[src/cxmf_pkg.sv]
package cxmf_pkg;
  // sleep-entry hold time and i/o-loss sleep delay, in microseconds
  localparam int unsigned GTS_HOLD_US      = 50;
  localparam int unsigned IO_LOSS_SLP_US   = 50;
  // rail-low shutdown delays, in microseconds
  localparam int unsigned BUS_OFF_DLY_US   = 50;
  localparam int unsigned REG_OFF_DLY_US   = 200;
  // low-power exit time before receive output is released
  localparam int unsigned LP_EXIT_US       = 10;
  localparam int unsigned CLK_MHZ          = 125;
  localparam int unsigned GTS_HOLD_CYC     = GTS_HOLD_US * CLK_MHZ;
  localparam int unsigned IO_LOSS_SLP_CYC  = IO_LOSS_SLP_US * CLK_MHZ;
  localparam int unsigned BUS_OFF_DLY_CYC  = BUS_OFF_DLY_US * CLK_MHZ;
  localparam int unsigned REG_OFF_DLY_CYC  = REG_OFF_DLY_US * CLK_MHZ;
  localparam int unsigned LP_EXIT_CYC      = LP_EXIT_US * CLK_MHZ;
  // transmit edges before fault output switches to failure reporting
  localparam logic [2:0]  TX_EDGE_REPORT   = 3'h4;
  // consecutive failing tx cycles for a bus failure
  localparam logic [2:0]  BUS_FAIL_CYCLES  = 3'h5;
  localparam int unsigned TMR_W            = 32;
  localparam logic [1:0]  SLEW_FASTEST     = 2'h0;

  typedef enum {
    CXMF_STANDBY, CXMF_NORMAL, CXMF_LISTEN, CXMF_GOTO_SLEEP, CXMF_SLEEP
  } cxmf_mode_t;
endpackage

[src/cxmf_ctrl.sv]
`timescale 1ns/1ps
// Overview of operation
// - normal mode: driver and receiver on, bus follows transmit, rx shows bus
// - both select pins high select normal; entry clears supply-loss flag
// - select pins [0,1] give listen-only: receiver on, driver off
// - listen-only fault shows local/rail-low from normal, supply-loss else
// - pins [1,0] go-to-sleep; no bias; inhibit on; sleep after hold time
// - sleep: regulator off, no bias, inhibit floats; wake goes to standby
// - i/o supply lost longer than its delay forces sleep
// - battery below threshold sets supply-loss and resets all flags
// - bus wake pattern in standby/sleep sets flag; fault and rx low
// - local wake transition in low power sets flag; fault low
// - wake flags clear on leaving normal or on serial read
// - normal before fourth tx pulse: fault low local, high bus wake
// - from fourth tx edge fault reports bus failure and rail-low
// - local failure is or of tx clamp, rx clamp, tx-rx short, rail-low
// - local failure clears on normal entry or tx high with rx low
// - bus failure after five failing tx cycles or clamp; normal clears
// - rail-low sets flag, bus off after delay, regulator off later
// - cold-start hold bit with low battery suppresses rail-low shutdowns
// - rail-low clears in standby/sleep or recovered+read; bus returns on recovery, regulator on mode change
// - standby/sleep to normal/listen: rx held low until ready, then follows bus
// - driver enabled only in normal once transmit is recessive
// - three slew rates by serial config, fastest by default
// - standby first after power-up, full charge then reduced current
// - sleep request ignored until supply-loss and wake flags cleared
module cxmf_ctrl
  import cxmf_pkg::*;
(
  input  wire logic       clk_sys,           // 125 mhz clock
  input  wire logic       resetn,            // async reset, power-on
  input  wire logic       enable_pin,        // primary mode select
  input  wire logic       mode_select_low_active, // standby select, low act
  input  wire logic       txd,               // transmit level from mcu
  input  wire logic       bus_rx_dominant,   // receiver sees dominant bus
  input  wire logic       bus_wake_pattern,  // valid bus wake pattern
  input  wire logic       wake_pin,          // local wake input
  input  wire logic       battery_supply_low, // below supply_loss_threshold
  input  wire logic       battery_uv,        // below undervoltage level
  input  wire logic       io_supply_rail_low, // i/o supply below threshold
  input  wire logic       rail_low,          // internal rail under threshold
  input  wire logic       bus_short_det,     // short seen in a tx cycle
  input  wire logic       bus_dom_clamp,     // bus dominant clamp
  input  wire logic       tx_dom_clamp,      // transmit dominant clamp
  input  wire logic       rx_rec_clamp,      // receive recessive clamp
  input  wire logic       tx_rx_short,       // transmit-receive short
  input  wire logic       crank_hold,        // cold-start hold bit
  input  wire logic       flag_read,         // serial read of flags
  input  wire logic       slew_wr,           // serial slew write strobe
  input  wire logic [1:0] slew_wdata,        // slew select value
  output logic            rxd,               // receive output to mcu
  output logic            err_n,             // fault output, active low
  output logic            drv_en,            // bus driver enable
  output logic            drv_dominant,      // drive bus dominant
  output logic            rcv_en,            // bus receiver enable
  output logic            split_en,          // midpoint bias enable
  output logic            reg_on,            // rail regulator on
  output logic            reg_full,          // regulator full current
  output logic            ext_regulator_control_oe, // inhibit driven high
  output logic [1:0]      slew_sel,          // selected slew rate
  output cxmf_pkg::cxmf_mode_t mode         // current mode
);
  import cxmf_pkg::*;

  logic [6:0] sync1_q, sync2_q;
  logic en_s, mode_select_low_active_s, tx_s, wk_s;
  logic batl_s, io_low_s, vdd_low_s;
  logic wk_prev_q, tx_prev_q;

  // two-stage synchronisers for pin inputs
  always_ff @(posedge clk_sys or negedge resetn) begin
    if (!resetn) begin
      // txd resets recessive so no false edge follows reset
      sync1_q <= 7'h10;
      sync2_q <= 7'h10;
    end else begin
      sync1_q <= {enable_pin, mode_select_low_active, txd, wake_pin,
                  battery_supply_low, io_supply_rail_low, rail_low};
      sync2_q <= sync1_q;
    end
  end
  assign {en_s, mode_select_low_active_s, tx_s, wk_s, batl_s, io_low_s, vdd_low_s} = sync2_q;

  cxmf_mode_t mode_q, mode_d, prev_q;
  logic batfail_q, bus_wu_q, loc_wu_q, loc_fail_q, bus_fail_q, vdd_low_q;
  logic [2:0] tx_edges_q, fail_cyc_q;
  logic [TMR_W-1:0] gts_cnt_q, io_cnt_q, vdd_cnt_q, lp_cnt_q;
  logic lp_exit_q, can_off_q, reg_off_q, charged_q;
  logic uv_prev_q;
  logic wake_any, sleep_ok, suppress;

  assign wake_any = bus_wu_q | loc_wu_q;
  assign sleep_ok = !batfail_q && !wake_any;
  assign suppress = crank_hold && battery_uv;

  // sleep ignores the pins; only a wake flag or battery low leaves it
  always_comb begin
    mode_d = mode_q;
    case (mode_q)
      CXMF_SLEEP: begin
        if (wake_any) mode_d = CXMF_STANDBY;
      end
      default: begin
        case ({en_s, mode_select_low_active_s})
          2'b11: mode_d = CXMF_NORMAL;
          2'b01: mode_d = CXMF_LISTEN;
          2'b10: begin
            if (mode_q == CXMF_GOTO_SLEEP && wake_any)
              mode_d = CXMF_STANDBY;
            else if (mode_q == CXMF_GOTO_SLEEP &&
                     gts_cnt_q >= TMR_W'(GTS_HOLD_CYC) && sleep_ok)
              mode_d = CXMF_SLEEP;
            else if (mode_q != CXMF_GOTO_SLEEP)
              mode_d = CXMF_GOTO_SLEEP;
          end
          default: mode_d = CXMF_STANDBY;
        endcase
      end
    endcase
    if (io_cnt_q >= TMR_W'(IO_LOSS_SLP_CYC) && sleep_ok)
      mode_d = CXMF_SLEEP;
  end

  always_ff @(posedge clk_sys or negedge resetn) begin
    if (!resetn) begin
      mode_q <= CXMF_STANDBY;
      prev_q <= CXMF_STANDBY;
    end else if (batl_s) begin
      mode_q <= CXMF_STANDBY;
      prev_q <= CXMF_STANDBY;
    end else begin
      mode_q <= mode_d;
      if (mode_d != mode_q) prev_q <= mode_q;
    end
  end

  // hold timers for sleep entry and i/o loss
  always_ff @(posedge clk_sys or negedge resetn) begin
    if (!resetn) begin
      gts_cnt_q <= '0;
      io_cnt_q  <= '0;
    end else begin
      gts_cnt_q <= (mode_q == CXMF_GOTO_SLEEP && mode_d == CXMF_GOTO_SLEEP)
                   ? gts_cnt_q + 1'b1 : '0;
      io_cnt_q  <= (io_low_s && mode_q != CXMF_SLEEP)
                   ? io_cnt_q + 1'b1 : '0;
    end
  end

  logic entering_normal, leaving_normal;
  assign entering_normal = mode_d == CXMF_NORMAL && mode_q != CXMF_NORMAL;
  assign leaving_normal  = mode_q == CXMF_NORMAL && mode_d != CXMF_NORMAL;

  // wake flags; a set beats a leave-normal or read clear in the same cycle, battery low beats a set
  always_ff @(posedge clk_sys or negedge resetn) begin
    if (!resetn) begin
      bus_wu_q  <= 1'b0;
      loc_wu_q  <= 1'b0;
      wk_prev_q <= 1'b0;
    end else begin
      wk_prev_q <= wk_s;
      if (batl_s) begin
        bus_wu_q <= 1'b0;
        loc_wu_q <= 1'b0;
      end else begin
        if (bus_wake_pattern &&
            (mode_q == CXMF_STANDBY || mode_q == CXMF_SLEEP))
          bus_wu_q <= 1'b1;
        else if (leaving_normal || flag_read)
          bus_wu_q <= 1'b0;
        if (wk_s != wk_prev_q && mode_q != CXMF_NORMAL &&
            mode_q != CXMF_LISTEN)
          loc_wu_q <= 1'b1;
        else if (leaving_normal || flag_read)
          loc_wu_q <= 1'b0;
      end
    end
  end

  // power-up counts as a supply loss
  always_ff @(posedge clk_sys or negedge resetn) begin
    if (!resetn) batfail_q <= 1'b1;
    else if (batl_s) batfail_q <= 1'b1;
    else if (entering_normal) batfail_q <= 1'b0;
  end

  // transmit edge count and bus failure qualification
  always_ff @(posedge clk_sys or negedge resetn) begin
    if (!resetn) begin
      tx_prev_q  <= 1'b1;
      tx_edges_q <= 3'h0;
      fail_cyc_q <= 3'h0;
      bus_fail_q <= 1'b0;
    end else begin
      tx_prev_q <= tx_s;
      if (batl_s || entering_normal) begin
        tx_edges_q <= 3'h0;
        fail_cyc_q <= 3'h0;
        bus_fail_q <= 1'b0;
      end else begin
        if (mode_q == CXMF_NORMAL && tx_s && !tx_prev_q) begin
          if (tx_edges_q != TX_EDGE_REPORT)
            tx_edges_q <= tx_edges_q + 3'h1;
          if (!bus_short_det) fail_cyc_q <= 3'h0;
          else if (fail_cyc_q != BUS_FAIL_CYCLES)
            fail_cyc_q <= fail_cyc_q + 3'h1;
        end
        if (fail_cyc_q == BUS_FAIL_CYCLES || bus_dom_clamp)
          bus_fail_q <= 1'b1;
      end
    end
  end

  // a failure still present beats the clear
  always_ff @(posedge clk_sys or negedge resetn) begin
    if (!resetn) loc_fail_q <= 1'b0;
    else if (batl_s) loc_fail_q <= 1'b0;
    else if (tx_dom_clamp || rx_rec_clamp || tx_rx_short || vdd_low_s)
      loc_fail_q <= 1'b1;
    else if (entering_normal || (tx_s && !rxd))
      loc_fail_q <= 1'b0;
  end

  // rail-low flag and shutdown timers
  always_ff @(posedge clk_sys or negedge resetn) begin
    if (!resetn) begin
      vdd_low_q <= 1'b0;
      vdd_cnt_q <= '0;
      can_off_q <= 1'b0;
      reg_off_q <= 1'b0;
      uv_prev_q <= 1'b0;
    end else begin
      uv_prev_q <= battery_uv;
      if (batl_s || mode_q == CXMF_SLEEP || mode_q == CXMF_STANDBY)
        vdd_low_q <= 1'b0;
      else if (vdd_low_s)
        vdd_low_q <= 1'b1;
      else if (flag_read)
        vdd_low_q <= 1'b0;
      vdd_cnt_q <= (vdd_low_s && !suppress &&
                    (mode_q == CXMF_NORMAL || mode_q == CXMF_LISTEN))
                   ? vdd_cnt_q + 1'b1 : '0;
      if (vdd_cnt_q >= TMR_W'(BUS_OFF_DLY_CYC)) can_off_q <= 1'b1;
      else if (!vdd_low_s) can_off_q <= 1'b0;
      if (vdd_cnt_q >= TMR_W'(REG_OFF_DLY_CYC)) reg_off_q <= 1'b1;
      // regulator returns on battery recovery or on a mode change
      else if (batl_s || (uv_prev_q && !battery_uv) || mode_d != mode_q)
        reg_off_q <= 1'b0;
    end
  end

  // low-power exit hold and power-up charge phase
  always_ff @(posedge clk_sys or negedge resetn) begin
    if (!resetn) begin
      lp_exit_q <= 1'b0;
      lp_cnt_q  <= '0;
      charged_q <= 1'b0;
    end else begin
      if ((mode_d == CXMF_NORMAL || mode_d == CXMF_LISTEN) &&
          (mode_q == CXMF_SLEEP || mode_q == CXMF_STANDBY)) begin
        lp_exit_q <= 1'b1;
        lp_cnt_q  <= '0;
      end else if (lp_exit_q) begin
        lp_cnt_q <= lp_cnt_q + 1'b1;
        if (lp_cnt_q >= TMR_W'(LP_EXIT_CYC)) lp_exit_q <= 1'b0;
      end
      // charge phase ends on the first settled cycle
      if (!charged_q && lp_cnt_q == '0 && !lp_exit_q)
        charged_q <= 1'b1;
    end
  end

  // driver arms on a recessive txd in normal
  logic drv_arm_q;
  always_ff @(posedge clk_sys or negedge resetn) begin
    if (!resetn) drv_arm_q <= 1'b0;
    else if (mode_q != CXMF_NORMAL || can_off_q) drv_arm_q <= 1'b0;
    else if (tx_s) drv_arm_q <= 1'b1;
  end

  // code 3 selects no rate and is dropped
  always_ff @(posedge clk_sys or negedge resetn) begin
    if (!resetn) slew_sel <= SLEW_FASTEST;
    else if (batl_s) slew_sel <= SLEW_FASTEST;
    else if (slew_wr && slew_wdata != 2'h3) slew_sel <= slew_wdata;
  end

  // output registers
  logic err_d, rxd_d, low_pwr;
  assign low_pwr = mode_q == CXMF_STANDBY || mode_q == CXMF_SLEEP ||
                   mode_q == CXMF_GOTO_SLEEP;
  // fault source depends on mode and on the mode it came from
  always_comb begin
    err_d = 1'b1;
    rxd_d = 1'b1;
    case (mode_q)
      CXMF_NORMAL: begin
        rxd_d = !bus_rx_dominant;
        if (tx_edges_q != TX_EDGE_REPORT)
          err_d = !loc_wu_q;
        else
          err_d = !(bus_fail_q || vdd_low_q);
      end
      CXMF_LISTEN: begin
        rxd_d = !bus_rx_dominant;
        if (prev_q == CXMF_NORMAL)
          err_d = !(loc_fail_q || vdd_low_q);
        else
          err_d = !batfail_q;
      end
      default: begin
        if (mode_q != CXMF_SLEEP || !io_low_s) begin
          err_d = !wake_any;
          rxd_d = !bus_wu_q;
        end
      end
    endcase
    if (lp_exit_q) rxd_d = 1'b0;
  end

  always_ff @(posedge clk_sys or negedge resetn) begin
    if (!resetn) begin
      rxd   <= 1'b1;
      err_n <= 1'b1;
    end else begin
      rxd   <= rxd_d;
      err_n <= err_d;
    end
  end

  assign mode         = mode_q;
  // gated by mode too, so the driver drops in the edge that leaves normal
  assign drv_en       = drv_arm_q && mode_q == CXMF_NORMAL &&
                        !can_off_q;
  assign drv_dominant = drv_en && !tx_s;
  assign rcv_en       = (mode_q == CXMF_NORMAL ||
                         mode_q == CXMF_LISTEN) && !can_off_q;
  assign split_en     = mode_q == CXMF_NORMAL || mode_q == CXMF_LISTEN;
  assign reg_on       = mode_q != CXMF_SLEEP && !reg_off_q;
  assign reg_full     = reg_on && (!low_pwr || !charged_q ||
                        mode_q == CXMF_GOTO_SLEEP);
  assign ext_regulator_control_oe = mode_q != CXMF_SLEEP;
endmodule // cxmf_ctrl

[config.mk]
export PLATFORM = sky130hd
export DESIGN_NAME = cxmf_ctrl
export DESIGN_NICKNAME = d
export VERILOG_FILES = /design/src/cxmf_pkg.sv /design/src/cxmf_ctrl.sv
export SDC_FILE = /design/constraint.sdc
export NUM_CORES = 1
export LEC_CHECK = 0
export BUFFER_PORTS_ARGS = -buffer_cell sky130_fd_sc_hd__buf_2
export CORE_ASPECT_RATIO = 0.7
export CORE_MARGIN = 4
export CORE_UTILIZATION = 25
export DETAILED_ROUTE_END_ITERATION = 7
export GPL_TIMING_DRIVEN = 0
export SYNTH_ARGS = -nofsm -noshare
export SYNTH_HDL_FRONTEND = slang
export SYNTH_SLANG_ARGS = --single-unit
[constraint.sdc]
create_clock -name clk_sys -period 3.4 [get_ports clk_sys]
set_clock_uncertainty 0.2 [all_clocks]
set_input_delay 0.34 -clock clk_sys [delete_from_list [all_inputs] [get_ports clk_sys]]
set_output_delay 0.34 -clock clk_sys [all_outputs]
set_load 0.02 [all_outputs]
==> Word-level counts from Yosys, hierarchy flattened <==
Index checks and enable logic that the tools add are counted.
{ "classes": {"n_bitwise": 1, "div_mod_pow": 0, "n_reduce_logical": 86, "mul": 0, "shift": 0, "order_cmp": 5, "eq_ne": 27, "muxes": 55, "n_addsub": 6} }
{ "op_table": {"columns": ["op", "count"], "rows": [
  ["two-way mux 32 bit", 14],
  ["== test 32 x 3 -> 1 bit (second input constant)", 5],
  ["adder 32 x 1 -> 32 bit (second input constant)", 4],
  ["== test 32 x 2 -> 1 bit (second input constant)", 4],
  [">= comparator 32 x 13 -> 1 bit (second input constant)", 3],
  ["case mux 32 bit (3 select lines)", 1],
  ["logical NOT 32 bit", 2],
  ["inequality test 32 x 2 -> 1 bit (second input constant)", 2],
  ["inequality test 32 x 3 -> 1 bit (second input constant)", 2],
  ["== test 32 x 1 -> 1 bit (second input constant)", 1],
  ["== test 32 x 4 -> 1 bit (second input constant)", 1],
  [">= comparator 32 x 11 -> 1 bit (second input constant)", 1],
  [">= comparator 32 x 15 -> 1 bit (second input constant)", 1],
  ["inequality test 32 bit", 1],
  ["inequality test 32 x 4 -> 1 bit (second input constant)", 1],
  ["two-way mux 1 bit", 30],
  ["logical AND 1 bit", 29],
  ["logical OR 1 bit", 21],
  ["two-way mux 3 bit", 7],
  ["logical NOT 1 bit", 18],
  ["nonzero test 2 bit", 9],
  ["nonzero test 3 bit", 4],
  ["adder 3 x 1 -> 3 bit (second input constant)", 2],
  ["inequality test 3 bit (second input constant)", 2],
  ["other kinds (12)", 15]
]} }
{ "word_totals": {"n_memories": 0, "in_bits": 22, "out_inout_bits": 43, "mem_bits_rw": 0, "romBits": 0, "elab_cells": 207, "latchBits": 0, "ff_bits": 230} }

==> Longest topological paths before layout <==
Gate-level depths: netlist (run 1).
{ "depth": {"ltp_word": 15, "ltp_mapped": 10, "depth_no_buf": 9} }

==> Least setup slack after synthesis (run 1) <==
Ideal clock, no wire load.
{ "synth_timing": {"path_type": "flip-flop to flip-flop", "from": "register io_cnt_q[0]", "to": "register prev_q[0]", "required_ns": 3.075, "arrival_time_ns": 2.241, "stages_incl_launch_ff": 10, "slack_ns": 0.834, "setup_time_ns": 0.125, "cell_sequence": "dfrtp_1 > inv_1 > ha_1 > nor4_1 > o21ai_1 > a311oi_2 > or2_2 > o2111a_1 > nand4b_4 > mux2_4"} }
{ "synth_between": {"elab_chain_cells": 5} }
{ "synth_lines": {"columns": ["element", "line", "rtl"], "rows": [
  ["start: declaration", "cxmf_ctrl.sv:87", "logic [TMR_W-1:0] gts_cnt_q, io_cnt_q, vdd_cnt_q, lp_cnt_q;"],
  ["start signal: assignment", "cxmf_ctrl.sv:145", "io_cnt_q <= (io_low_s && mode_q != CXMF_SLEEP)"],
  [">= comparator 32 x 13 -> 1 bit", "cxmf_ctrl.sv:120", "if (io_cnt_q >= TMR_W'(IO_LOSS_SLP_CYC) && sleep_ok)"],
  ["logical AND 1 bit", "cxmf_ctrl.sv:120", null],
  ["two-way mux 32 bit", "cxmf_ctrl.sv:120", null],
  ["inequality test 32 bit", "cxmf_ctrl.sv:133", "if (mode_d != mode_q) prev_q <= mode_q;"],
  ["nonzero test 2 bit (no line)", null, null],
  ["end signal: assignment", "cxmf_ctrl.sv:133", null],
  ["end: declaration", "cxmf_ctrl.sv:84", "cxmf_mode_t mode_q, mode_d, prev_q;"]
]} }
Every way passes these cells.
A chain may end at the register's enable or synchronous reset.

==> Worst setup path in the final report (run 1) <==
{ "layout_timing": {"from": "register mode_q[3], in the netlist mode[3]", "to": "output split_en"} }
{ "layout_between": {"elab_chain_cells": 2, "word_cells_on_any_way": 3, "classes_between": "2 x eq/ne; 1 x reduce/logical"} }
{ "layout_lines": {"columns": ["element", "line", "rtl"], "rows": [
  ["start: declaration", "cxmf_ctrl.sv:84", null],
  ["start signal: assignment", "cxmf_ctrl.sv:132", "mode_q <= mode_d;"],
  ["== test 32 x 2 -> 1 bit or == test 32 x 3 -> 1 bit (tied branches)", "cxmf_ctrl.sv:338", "assign split_en = mode_q == CXMF_NORMAL || mode_q == CXMF_LISTEN;"],
  ["logical OR 1 bit *", "cxmf_ctrl.sv:338", null],
  ["end: declaration", "cxmf_ctrl.sv:56", "output logic split_en,"]
]} }
Every way passes the cells marked *; elsewhere a longest branch is shown, timed or not.

==> out/results.tsv, run 1 <==
metric	value	unit
status	finished, final reports clean	
Top delay family on crit path	simple AND/OR/NAND/NOR gates	
slew at the pin closest to its max-slew limit	803	ps
FF+latch count, synth	230	
total power	0.00578	W
Pre-antenna DRT Iters	4	
number of routed nets with antenna violations	0	
Synth Warn #	0	
clk root buf	clkbuf_16	
clock share of power	0.453	
share of post-route cells with drive strength above 1	0.174	
Crit path arrival time	2750	ps
Reg power frac	0.492	
drt wl/cell	13.8	um
Inst Count DP	1680	
Die Span X	256	um
final cell count without fillers	1750	
Die ar.	46700	um2
r2r setup slk	190	ps
Rel. slew slack	0.465	
first-pass GRT wire length	40.7	mm
final wirelength	24.2	mm
CTS buffer count	25	
Post-synth ARST share	1.00	
clk_lat worst skew	540	ps
Final Util	0.307	
Initial Util	0.254	
Pins Over Slew Limit	0	
DR DRC count	0	
largest net degree at the start of global routing	102	
fin area	13000	um2
total gr overflow	0	
die height	182	um
FMAX	304	MHz
setup violators final	0	
leak pwr	5.50	nW
Syn-to-layout area delta	20.6	%
H-tree depth	1	
Antenna Diode Count	0	
initial antenna violation count	1	
critical path startpoint category	flop	
CP Buf/Inv Count	1	
fin crit share	0.968	
DR vias/cell	4.41	
Reg clk slew, reported paths	60	ps
P_sw	0.00136	W
crit path capture type	output port	
Post-synth EDFFs	0	
Tmin final	3290	ps
DP HPWL	17.0	mm
sequential area share after synthesis	0.533	
Final Hold Viols	0	
Synth cell types	67	
row count	63	
crit-path cells	nor4_1, and4_1, nand2_1, nor3_2, buf_2	
Port Buf Inserts	64	
Slowest cell on crit path	nor3_2	
number of global-route vias before repair	7634	
WP data required	2860	ps
Worst Hold Class	in2reg	
CTS tree	yes	
dominant synthesized flop cell	dfrtp_1	
drt initial violations	614	
CP peak stage delay	510	ps
setup TNS	0	ps
placed instance area	12000	um2
Switching Share	0.236	
CP Class	reg2out	
Max-Cap Viols	0	
Clock Path Buffers	3	
Tot GR Track Use	0.104	
RSZ-0062 raised after global routing	true	
logic gate share of total power	0.055	
Int Pwr	0.00442	W
CP Max Fanout	7	
Post-Syn Area	10800	um2
Post-Syn Instances	1034	
Core Region	42500	um2
Routability Congestion	0.828	
clock sinks	230	
Power Dens Cells	443	nW/um2
via count	7725	
# IOs	65	
syn avg cell area	10.4	um2
Nets	1215	
Peak VDD IR	0.000347	V
power by group through the flow:
| stage | registers, W | clock network [W] | logic (W) |
|---|---|---|---|
| 3_5_place_dp | 0.00290 | 0 | 0.000302 |
| 4_1_cts | 0.00285 | 0.00270 | 0.000323 |
| 3_3_place_gp | 0.00290 | 0 | 0.000290 |
| 2_1_floorplan | 0.00291 | 0 | 0.000137 |
| 5_1_grt | 0.00285 | 0.00282 | 0.000355 |
| 6_report | 0.00285 | 0.00262 | 0.000318 |
sequential cells by signal, indices dropped and copies added (netlist names), 2 cells and up:
register and cells:
vdd_cnt_q 32, sync1_q 7, slew_sel 2, io_cnt_q 32
mode 32, gts_cnt_q 32, tx_edges_q 3, sync2_q 7
lp_cnt_q 32, fail_cyc_q 3, prev_q 32
cells in the final DEF, fill, tap and decap left out, types with 5 or more instances in the layout:
cell type and n:
dfrtp_1 224, nor2_1 153, inv_1 84, xor2_1 79
buf_2 68, nand2_1 56, nand3_1 53, xnor2_1 44
nor4_1 40, nand4_1 30, a21oi_2 30, o22ai_2 29
conb_1 29, clkbuf_16 25, clkbuf_1 23, dlygate4sd3_1 21
and3_1 19, a21oi_1 17, nor3_1 15, ha_1 13
and4_1 11, nor2b_1 10, o21ai_0 9, buf_6 6
dfstp_2 6, clkinv_2 6, or3_1 5
stage by stage:
step / setup slack, ps / hold slack [ps]
after CTS: 40.0 / 14.1
after detailed placement: 294 / 58.2
after global routing: -43.0 / 46.4
final: 108 / 23.8
after floorplan: 834 / -156
after global placement: -2340 / 134
cell type report:
| cell class | instances | area, um2 |
|---|---|---|
| repair buffers | 91 | 626 |
| inverters | 86 | 323 |
| multi-input cells | 717 | 4690 |
| clock buffers | 36 | 697 |
| fillers | 4379 | 29500 |
| flip-flops and latches | 230 | 5760 |
| well taps | 552 | 691 |
| plain buffers | 29 | 160 |
| clock inverters | 9 | 87.6 |
synthesized netlist by cell type (4+ instances only):
| master | n | area [um2] |
|---|---|---|
| dfrtp_1 | 224 | 5610 |
| nand2_1 | 56 | 210 |
| nor4_1 | 41 | 257 |
| or3_1 | 5 | 31.3 |
| nand4_1 | 30 | 188 |
| nor2_1 | 153 | 574 |
| buf_2 | 5 | 25.0 |
| o22ai_2 | 29 | 363 |
| o21ai_0 | 9 | 45.0 |
| nor2b_1 | 10 | 62.6 |
| xor2_1 | 79 | 692 |
| o211ai_1 | 4 | 30.0 |
| xnor2_1 | 44 | 385 |
| dfstp_2 | 6 | 158 |
| buf_6 | 6 | 67.6 |
| nand3_1 | 53 | 265 |
| a21oi_2 | 30 | 263 |
| and3_1 | 19 | 119 |
| or2_2 | 4 | 25.0 |
| a21oi_1 | 17 | 85.1 |
| nor3_1 | 15 | 75.1 |
| clkbuf_1 | 15 | 56.3 |
| inv_1 | 84 | 315 |
| and4_1 | 11 | 96.3 |
| ha_1 | 13 | 163 |
worst register-to-register path, delay by kind of cell (launching register included):
kind                     cells  cell delay (ps)
adder cells (fa/ha/maj)      1              190
AND/OR/NAND/NOR              2              580
flip-flops                   1              390
AO/OA/AOI/OAI                5             1130
buffers and inverters        2              620
final timing paths:
path / from / end / depth (start not counted)
worst max-delay path: mode[3]$_DFF_PN0_ / split_en / 5
worst min-delay path: crank_hold / vdd_cnt_q[31]$_DFF_PN0_ / 4
worst max register to register: gts_cnt_q[0]$_DFF_PN0_ / bus_wu_q$_DFFE_PN0P_ / 10
worst min register to register: sync1_q[3]$_DFF_PN0_ / sync2_q[3]$_DFF_PN0_ / 0
max in group asynchronous: resetn / gts_cnt_q[25]$_DFF_PN0_ / 3
min in group asynchronous: resetn / vdd_cnt_q[4]$_DFF_PN0_ / 2
kinds of logic (layout without fill, tap and decap cells):
| kind of cell | Yosys count | after routing | synth area share |
|---|---|---|---|
| AND/OR/NAND/NOR | 420 | 420 | 0.196 |
| XOR/XNOR | 123 | 123 | 0.0997 |
| other | 1 | 29 | 0.000347 |
| AO/OA/AOI/OAI | 126 | 126 | 0.104 |
| flip-flops | 230 | 230 | 0.533 |
| multiplexers | 6 | 6 | 0.00730 |
| adder cells (fa/ha/maj) | 13 | 13 | 0.0151 |
| buffers and inverters | 115 | 251 | 0.0447 |
what timing repair did:
item,in CTS,in global routing
gates resized for setup,1,2
buffers inserted,1,3
endpoints found under the hold margin,242,0
hold buffers,21,0
setup endpoints to repair,1,6
pin swaps,1,2
routing by layer:
layer	vias up	share of wire	global-route usage
li1	3812	-	-
met1	3757	0.51	0.156
met2	118	0.43	0.155
met3	36	0.036	0.0184
met4	2	0.021	0.0242
met5	-	0.00083	0
No activity file was read; power rests on OpenSTA's default activity.
==> run 2: changes to the inputs <==
--- a/config.mk
+++ b/config.mk
@@ -5,6 +5,7 @@
 export SDC_FILE = /design/constraint.sdc
 export NUM_CORES = 1
 export LEC_CHECK = 0
+export ABC_AREA = 1
 export BUFFER_PORTS_ARGS = -buffer_cell sky130_fd_sc_hd__buf_2
 export CORE_ASPECT_RATIO = 0.7
 export CORE_MARGIN = 4
==> run 2 against run 1 <==
  * Cell area increased by 3.1%
  * Maximum frequency increased by 4.0%
  * Synthesized cell count increased by 27%
  * Total power increased by 7.3%
  * Largest power group is now clock
  * Critical endpoint is now rcv_en
  * Hold slack improved by 3.5 ps
==> out/results.tsv, run 2 <==
metric	value	unit
top-count cell post-synth	nand2_1	
Pre-antenna DRT Iters	5	
Top delay family on crit path	simple AND/OR/NAND/NOR gates	
post-synth top area share	0.507	
Power Dens Cells	462	nW/um2
number of routed nets with antenna violations	0	
Reg clk slew, reported paths	60	ps
commonest cells after routing, fill and taps aside	nand2_1, dfrtp_1, nor2_1, inv_1, a21oi_1	
setup TNS	0	ps
CP Buf/Inv Count	3	
Crit path arrival time	2630	ps
first-pass GRT wire length	44.8	mm
sequential area share after synthesis	0.522	
Post-CTS Setup Inserts	0	
critical path startpoint category	flop	
status	finished, final reports clean	
Rel. slew slack	0.442	
via count	9074	
WP data required	2860	ps
Int Pwr	0.00482	W
Synth cell types	54	
total power	0.00620	W
Pins Over Slew Limit	0	
Post-synth EDFFs	0	
Initial Util	0.253	
largest net degree at the start of global routing	123	
Nets	1494	
FF+latch count, synth	230	
Final Hold Viols	0	
Clock Path Buffers	3	
clk_lat worst skew	530	ps
number of global-route vias before repair	8904	
DR DRC count	0	
Synth Warn #	0	
H-tree depth	1	
initial antenna violation count	0	
die height	184	um
FMAX	316	MHz
Post-synth top cells	nand2_1, dfrtp_1, nor2_1, inv_1, a21oi_1	
DR vias/cell	4.38	
setup violators final	0	
Tot GR Track Use	0.112	
share of post-route cells with drive strength above 1	0.112	
Antenna Diode Count	0	
crit path capture type	output port	
row count	64	
Peak VDD IR	0.000381	V
Post-Syn Instances	1317	
CP peak stage delay	380	ps
CP Max Fanout	5	
crit-path cells	or2_0, nor3_4, and2_4, nand2_1, inv_1, nand2_1, nand2_2, inv_1, nor2_2, buf_2	
slew at the pin closest to its max-slew limit	838	ps
Die ar.	47700	um2
Switching Share	0.223	
dominant synthesized flop cell	dfrtp_1	
Reg power frac	0.458	
leak pwr	5.94	nW
top cells by area, synth	dfrtp_1, nand2_1, nor2_1, inv_1, a21oi_1	
DP HPWL	19.5	mm
final setup margin	235	ps
# IOs	65	
clk root buf	clkbuf_16	
Post-Syn Area	11000	um2
Core Region	43600	um2
drt wl/cell	12.8	um
Routability Congestion	0.901	
Die Span X	259	um
CTS buffer count	27	
final wirelength	26.6	mm
Max-Cap Viols	0	
Worst Hold Class	in2reg	
commonest non-fill, non-tap cell in the layout	nand2_1	
fin crit share	0.931	
RSZ-0062 raised after global routing	false	
P_sw	0.00138	W
drt initial violations	725	
Slowest cell on crit path	dfrtp_1	
total gr overflow	0	
logic gate share of total power	0.042	
fin area	13400	um2
biggest area consumer among synthesized cells	dfrtp_1	
Post-synth ARST share	1.00	
clock share of power	0.500	
CTS tree	yes	
Syn-to-layout area delta	21.6	%
Port Buf Inserts	64	
syn avg cell area	8.39	um2
placed instance area	12300	um2
clock sinks	230	
CP Class	reg2out	
Tmin final	3170	ps
dpl ws	422	ps
[run 2: cell type report]
class	count	area (um2)
multi-input cells	929	4660
clock inverters	15	221
repair buffers	85	558
plain buffers	22	116
well taps	594	743
flip-flops and latches	230	5760
fillers	4597	30200
inverters	164	618
clock buffers	34	752
[run 2: cell families (layout without fill, tap and decap cells)]
family          after synthesis  count (layout)  synth area share
fa+ha+maj                    13              13            0.0147
other cells                   1              29          0.000339
xor+xnor                     44              44            0.0349
simple gates                692             692             0.284
flops                       230             230             0.522
mux                           1               1          0.000906
buf+inv                     186             320            0.0664
compound gates              150             150            0.0771
[run 2: per-stage QoR]
| step | util | hold WS [ps] | std cells |
|---|---|---|---|
| after global routing | 0.308 | 21.5 | 2073 |
| after detailed placement | 0.281 | 135 | 2004 |
| final | 0.308 | 27.3 | 2073 |
| after global placement | 0.280 | 134 | 2003 |
| after floorplan | - | -156 | 1345 |
| after CTS | 0.308 | 5.82 | 2073 |
[run 2: metal layers]
metal	wire [um]	track usage	up-vias
met5	0	0	-
met2	11300	0.171	196
met3	1280	0.0176	40
li1	-	-	4584
met1	13300	0.164	4254
met4	729	0.0304	0
[run 2: final timing paths]
path,start,endpoint,slack (ps),depth (start not counted)
min reg2reg,sync1_q[2]$_DFF_PN0_,sync2_q[2]$_DFF_PN0_,150,0
min in group asynchronous,resetn,mode[15]$_DFF_PN0_,260,2
max reg2reg,io_cnt_q[0]$_DFF_PN0_,gts_cnt_q[18]$_DFF_PN0_,450,14
min,slew_wr,slew_sel[1]$_DFFE_PN0P_,30,3
max in group asynchronous,resetn,lp_cnt_q[6]$_DFFE_PN0P_,1640,3
max,mode[10]$_DFF_PN0_,rcv_en,230,10
[run 2: what timing repair did]
item / in CTS / in global routing
hold endpoints to repair: 128 / 0
hold buffers: 20 / 0
gates resized for setup: 0 / 4
setup endpoints to repair: 0 / 2
[run 2: power groups by stage]
stage | Combinational [W] | Sequential [W] | Clock (W)
detailed placement | 0.000250 | 0.00289 | 0
CTS | 0.000269 | 0.00284 | 0.00321
finish | 0.000261 | 0.00284 | 0.00310
floorplan | 0.0000907 | 0.00291 | 0
global route | 0.000298 | 0.00285 | 0.00332
global placement | 0.000241 | 0.00289 | 0
[run 2: worst register-to-register path: stages (launching register included)]
cell and delay (ps):
dfrtp_1 390, inv_1 60, ha_1 190, nor3_1 190
o21ai_0 110, nand2_1 80, nand2_1 50, nand2_1 60
nand2_1 100, a21oi_2 310, nand2_1 190, nor2_1 120
nand3_1 270, buf_2 310, nor3_1 220
==> run 3: changes to the inputs <==
--- a/config.mk
+++ b/config.mk
@@ -7,11 +7,15 @@
 export LEC_CHECK = 0
 export ABC_AREA = 1
 export BUFFER_PORTS_ARGS = -buffer_cell sky130_fd_sc_hd__buf_2
+export CELL_PAD_IN_SITES_DETAIL_PLACEMENT = 1
+export CELL_PAD_IN_SITES_GLOBAL_PLACEMENT = 1
 export CORE_ASPECT_RATIO = 0.7
 export CORE_MARGIN = 4
 export CORE_UTILIZATION = 25
 export DETAILED_ROUTE_END_ITERATION = 7
 export GPL_TIMING_DRIVEN = 0
+export PLACE_DENSITY_LB_ADDON = 0.1
+export REMOVE_ABC_BUFFERS = 1
 export SYNTH_ARGS = -nofsm -noshare
 export SYNTH_HDL_FRONTEND = slang
 export SYNTH_SLANG_ARGS = --single-unit
==> run 3 against run 2 <==
  * Critical path depth rose by 4
  * Utilization is 0.080 points lower
  * Maximum frequency increased by 0.99%
  * Largest power group unchanged
==> out/results.tsv, run 3 (synthesis results as in run 2) <==
metric	value	unit
fin area	13400	um2
# IOs	65	
number of global-route vias before repair	9306	
row count	64	
drt wl/cell	15.6	um
FMAX	319	MHz
GRT met1 Usage	0.214	
Reg clk slew, reported paths	60	ps
Tmin final	3130	ps
dpl ws	-536	ps
status	finished, final reports clean	
clk root buf	clkbuf_16	
P_sw	0.00143	W
leak pwr	5.90	nW
total gr overflow	0	
Die ar.	47700	um2
die height	184	um
Power Dens Cells	452	nW/um2
Initial Util	0.253	
WP data required	3680	ps
drt initial violations	584	
slew at the pin closest to its max-slew limit	851	ps
first-pass GRT wire length	52.8	mm
Nets	1481	
DR vias/cell	4.39	
DP HPWL	23.0	mm
placed instance area	12200	um2
fin crit share	0.922	
Reg power frac	0.469	
footprint of the multi-input gates	4710	um2
Core Region	43600	um2
Fillers	5194	
final setup margin	266	ps
final cell count without fillers	2061	
Final Hold Viols	0	
worst reg-to-reg path cell count	14	
Pre-antenna DRT Iters	4	
GRT busiest layer	met1	
Max-Cap Viols	0	
Crit path arrival time	3420	ps
CP Class	reg2reg	
final wirelength	32.1	mm
Switching Share	0.236	
Inst Count DP	1983	
largest net degree at the start of global routing	99	
clk_lat worst skew	550	ps
Worst Hold Class	in2async	
met3 global-route usage	0.0209	
via count	9049	
Die Span X	259	um
critical path startpoint category	flop	
Port Buf Inserts	64	
share of post-route cells with drive strength above 1	0.112	
WHS	114	ps
Int Pwr	0.00463	W
clock sinks	230	
Reg2Reg Capture Point	bus_wu_q$_DFFE_PN0P_	
RR Startpoint	io_cnt_q[0]$_DFF_PN0_	
Peak VDD IR	0.000351	V
Setup crit start	io_cnt_q[0]$_DFF_PN0_	
Final Util	0.307	
r2r setup slk	270	ps
initial antenna violation count	1	
Routability Congestion	0.737	
Clock Path Buffers	3	
Pins Over Slew Limit	0	
clock share of power	0.486	
logic gate share of total power	0.045	
H-tree depth	1	
DR DRC count	0	
commonest non-fill, non-tap cell in the layout	nand2_1	
GR Util met2	0.199	
CTS tree	yes	
CP Max Fanout	4	
setup violators final	0	
commonest cells after routing, fill and taps aside	nand2_1, dfrtp_1, nor2_1, inv_1, a21oi_1	
number of routed nets with antenna violations	0	
CTS buffer count	27	
Tot GR Track Use	0.136	
Rel. slew slack	0.430	
Antenna Diode Count	0	
crit path capture type	flop	
Seq. cell area	5760	um2
Syn-to-layout area delta	21.3	%
==> run 3: worst max path at each step <==
stage	end	cells past startpoint
2_1_floorplan	lp_cnt_q[3]$_DFFE_PN0P_	13
3_5_place_dp	io_cnt_q[12]$_DFF_PN0_	11
3_3_place_gp	vdd_cnt_q[30]$_DFF_PN0_	1
5_1_grt	gts_cnt_q[29]$_DFF_PN0_	13
4_1_cts	ext_regulator_control_oe	7
6_report	bus_wu_q$_DFFE_PN0P_	14
==> run 3: cell type report <==
type                            count  area share
Clock buffer                       42      0.0591
Tap cell                          594      0.0555
Multi-Input combinational cell    930       0.352
Inverter                          164      0.0468
Sequential cell                   230       0.430
Clock inverter                      8     0.00728
Timing Repair Buffer               92      0.0491
Timing Repair inverter              1    0.000374
==> run 3: critical path, stage by stage (launching register included) <==
cell and delay, ps:
dfrtp_1 390, inv_1 60, ha_1 190, nor3_1 220
o21ai_0 150, nand2_1 100, nand2_1 60, nand2_1 80
nand2_1 150, nand2_1 100, nand4_1 330, a21oi_2 260
nand2_1 70, a21oi_1 130, dlygate4sd3_1 570
==> run 3: per-layer routing <==
| layer | routed length, um | share of wire | vias up |
|---|---|---|---|
| met3 | 917 | 0.029 | 33 |
| li1 | - | - | 4561 |
| met2 | 13200 | 0.41 | 70 |
| met4 | 576 | 0.018 | 0 |
| met1 | 17400 | 0.54 | 4385 |
| met5 | 0 | 0 | - |
==> run 3: metrics by stage <==
step / power [W] / TNS, ps
final: 0.00606 / 0
after global routing: 0.00639 / -1.48
after CTS: 0.00621 / 0
after detailed placement: 0.00315 / -14390
after global placement: 0.00315 / -665340
after floorplan: 0.00299 / 0
==> run 3: repair_timing <==
action / CTS / global route
resized for setup: 6 / 7
setup buffers: 0 / 5
pin swaps: 0 / 2
endpoints found under the hold margin: 82 / 0
cloned: 0 / 2
setup endpoints to repair: 85 / 71
hold buffers: 21 / 0
==> run 3: power groups by stage <==
stage                     registers, W  clock network [W]  logic [W]
after floorplan                0.00291                  0  0.0000843
after global placement         0.00290                  0   0.000248
after detailed placement       0.00290                  0   0.000259
after CTS                      0.00285            0.00308   0.000279
after global routing           0.00285            0.00322   0.000312
final                          0.00285            0.00294   0.000272
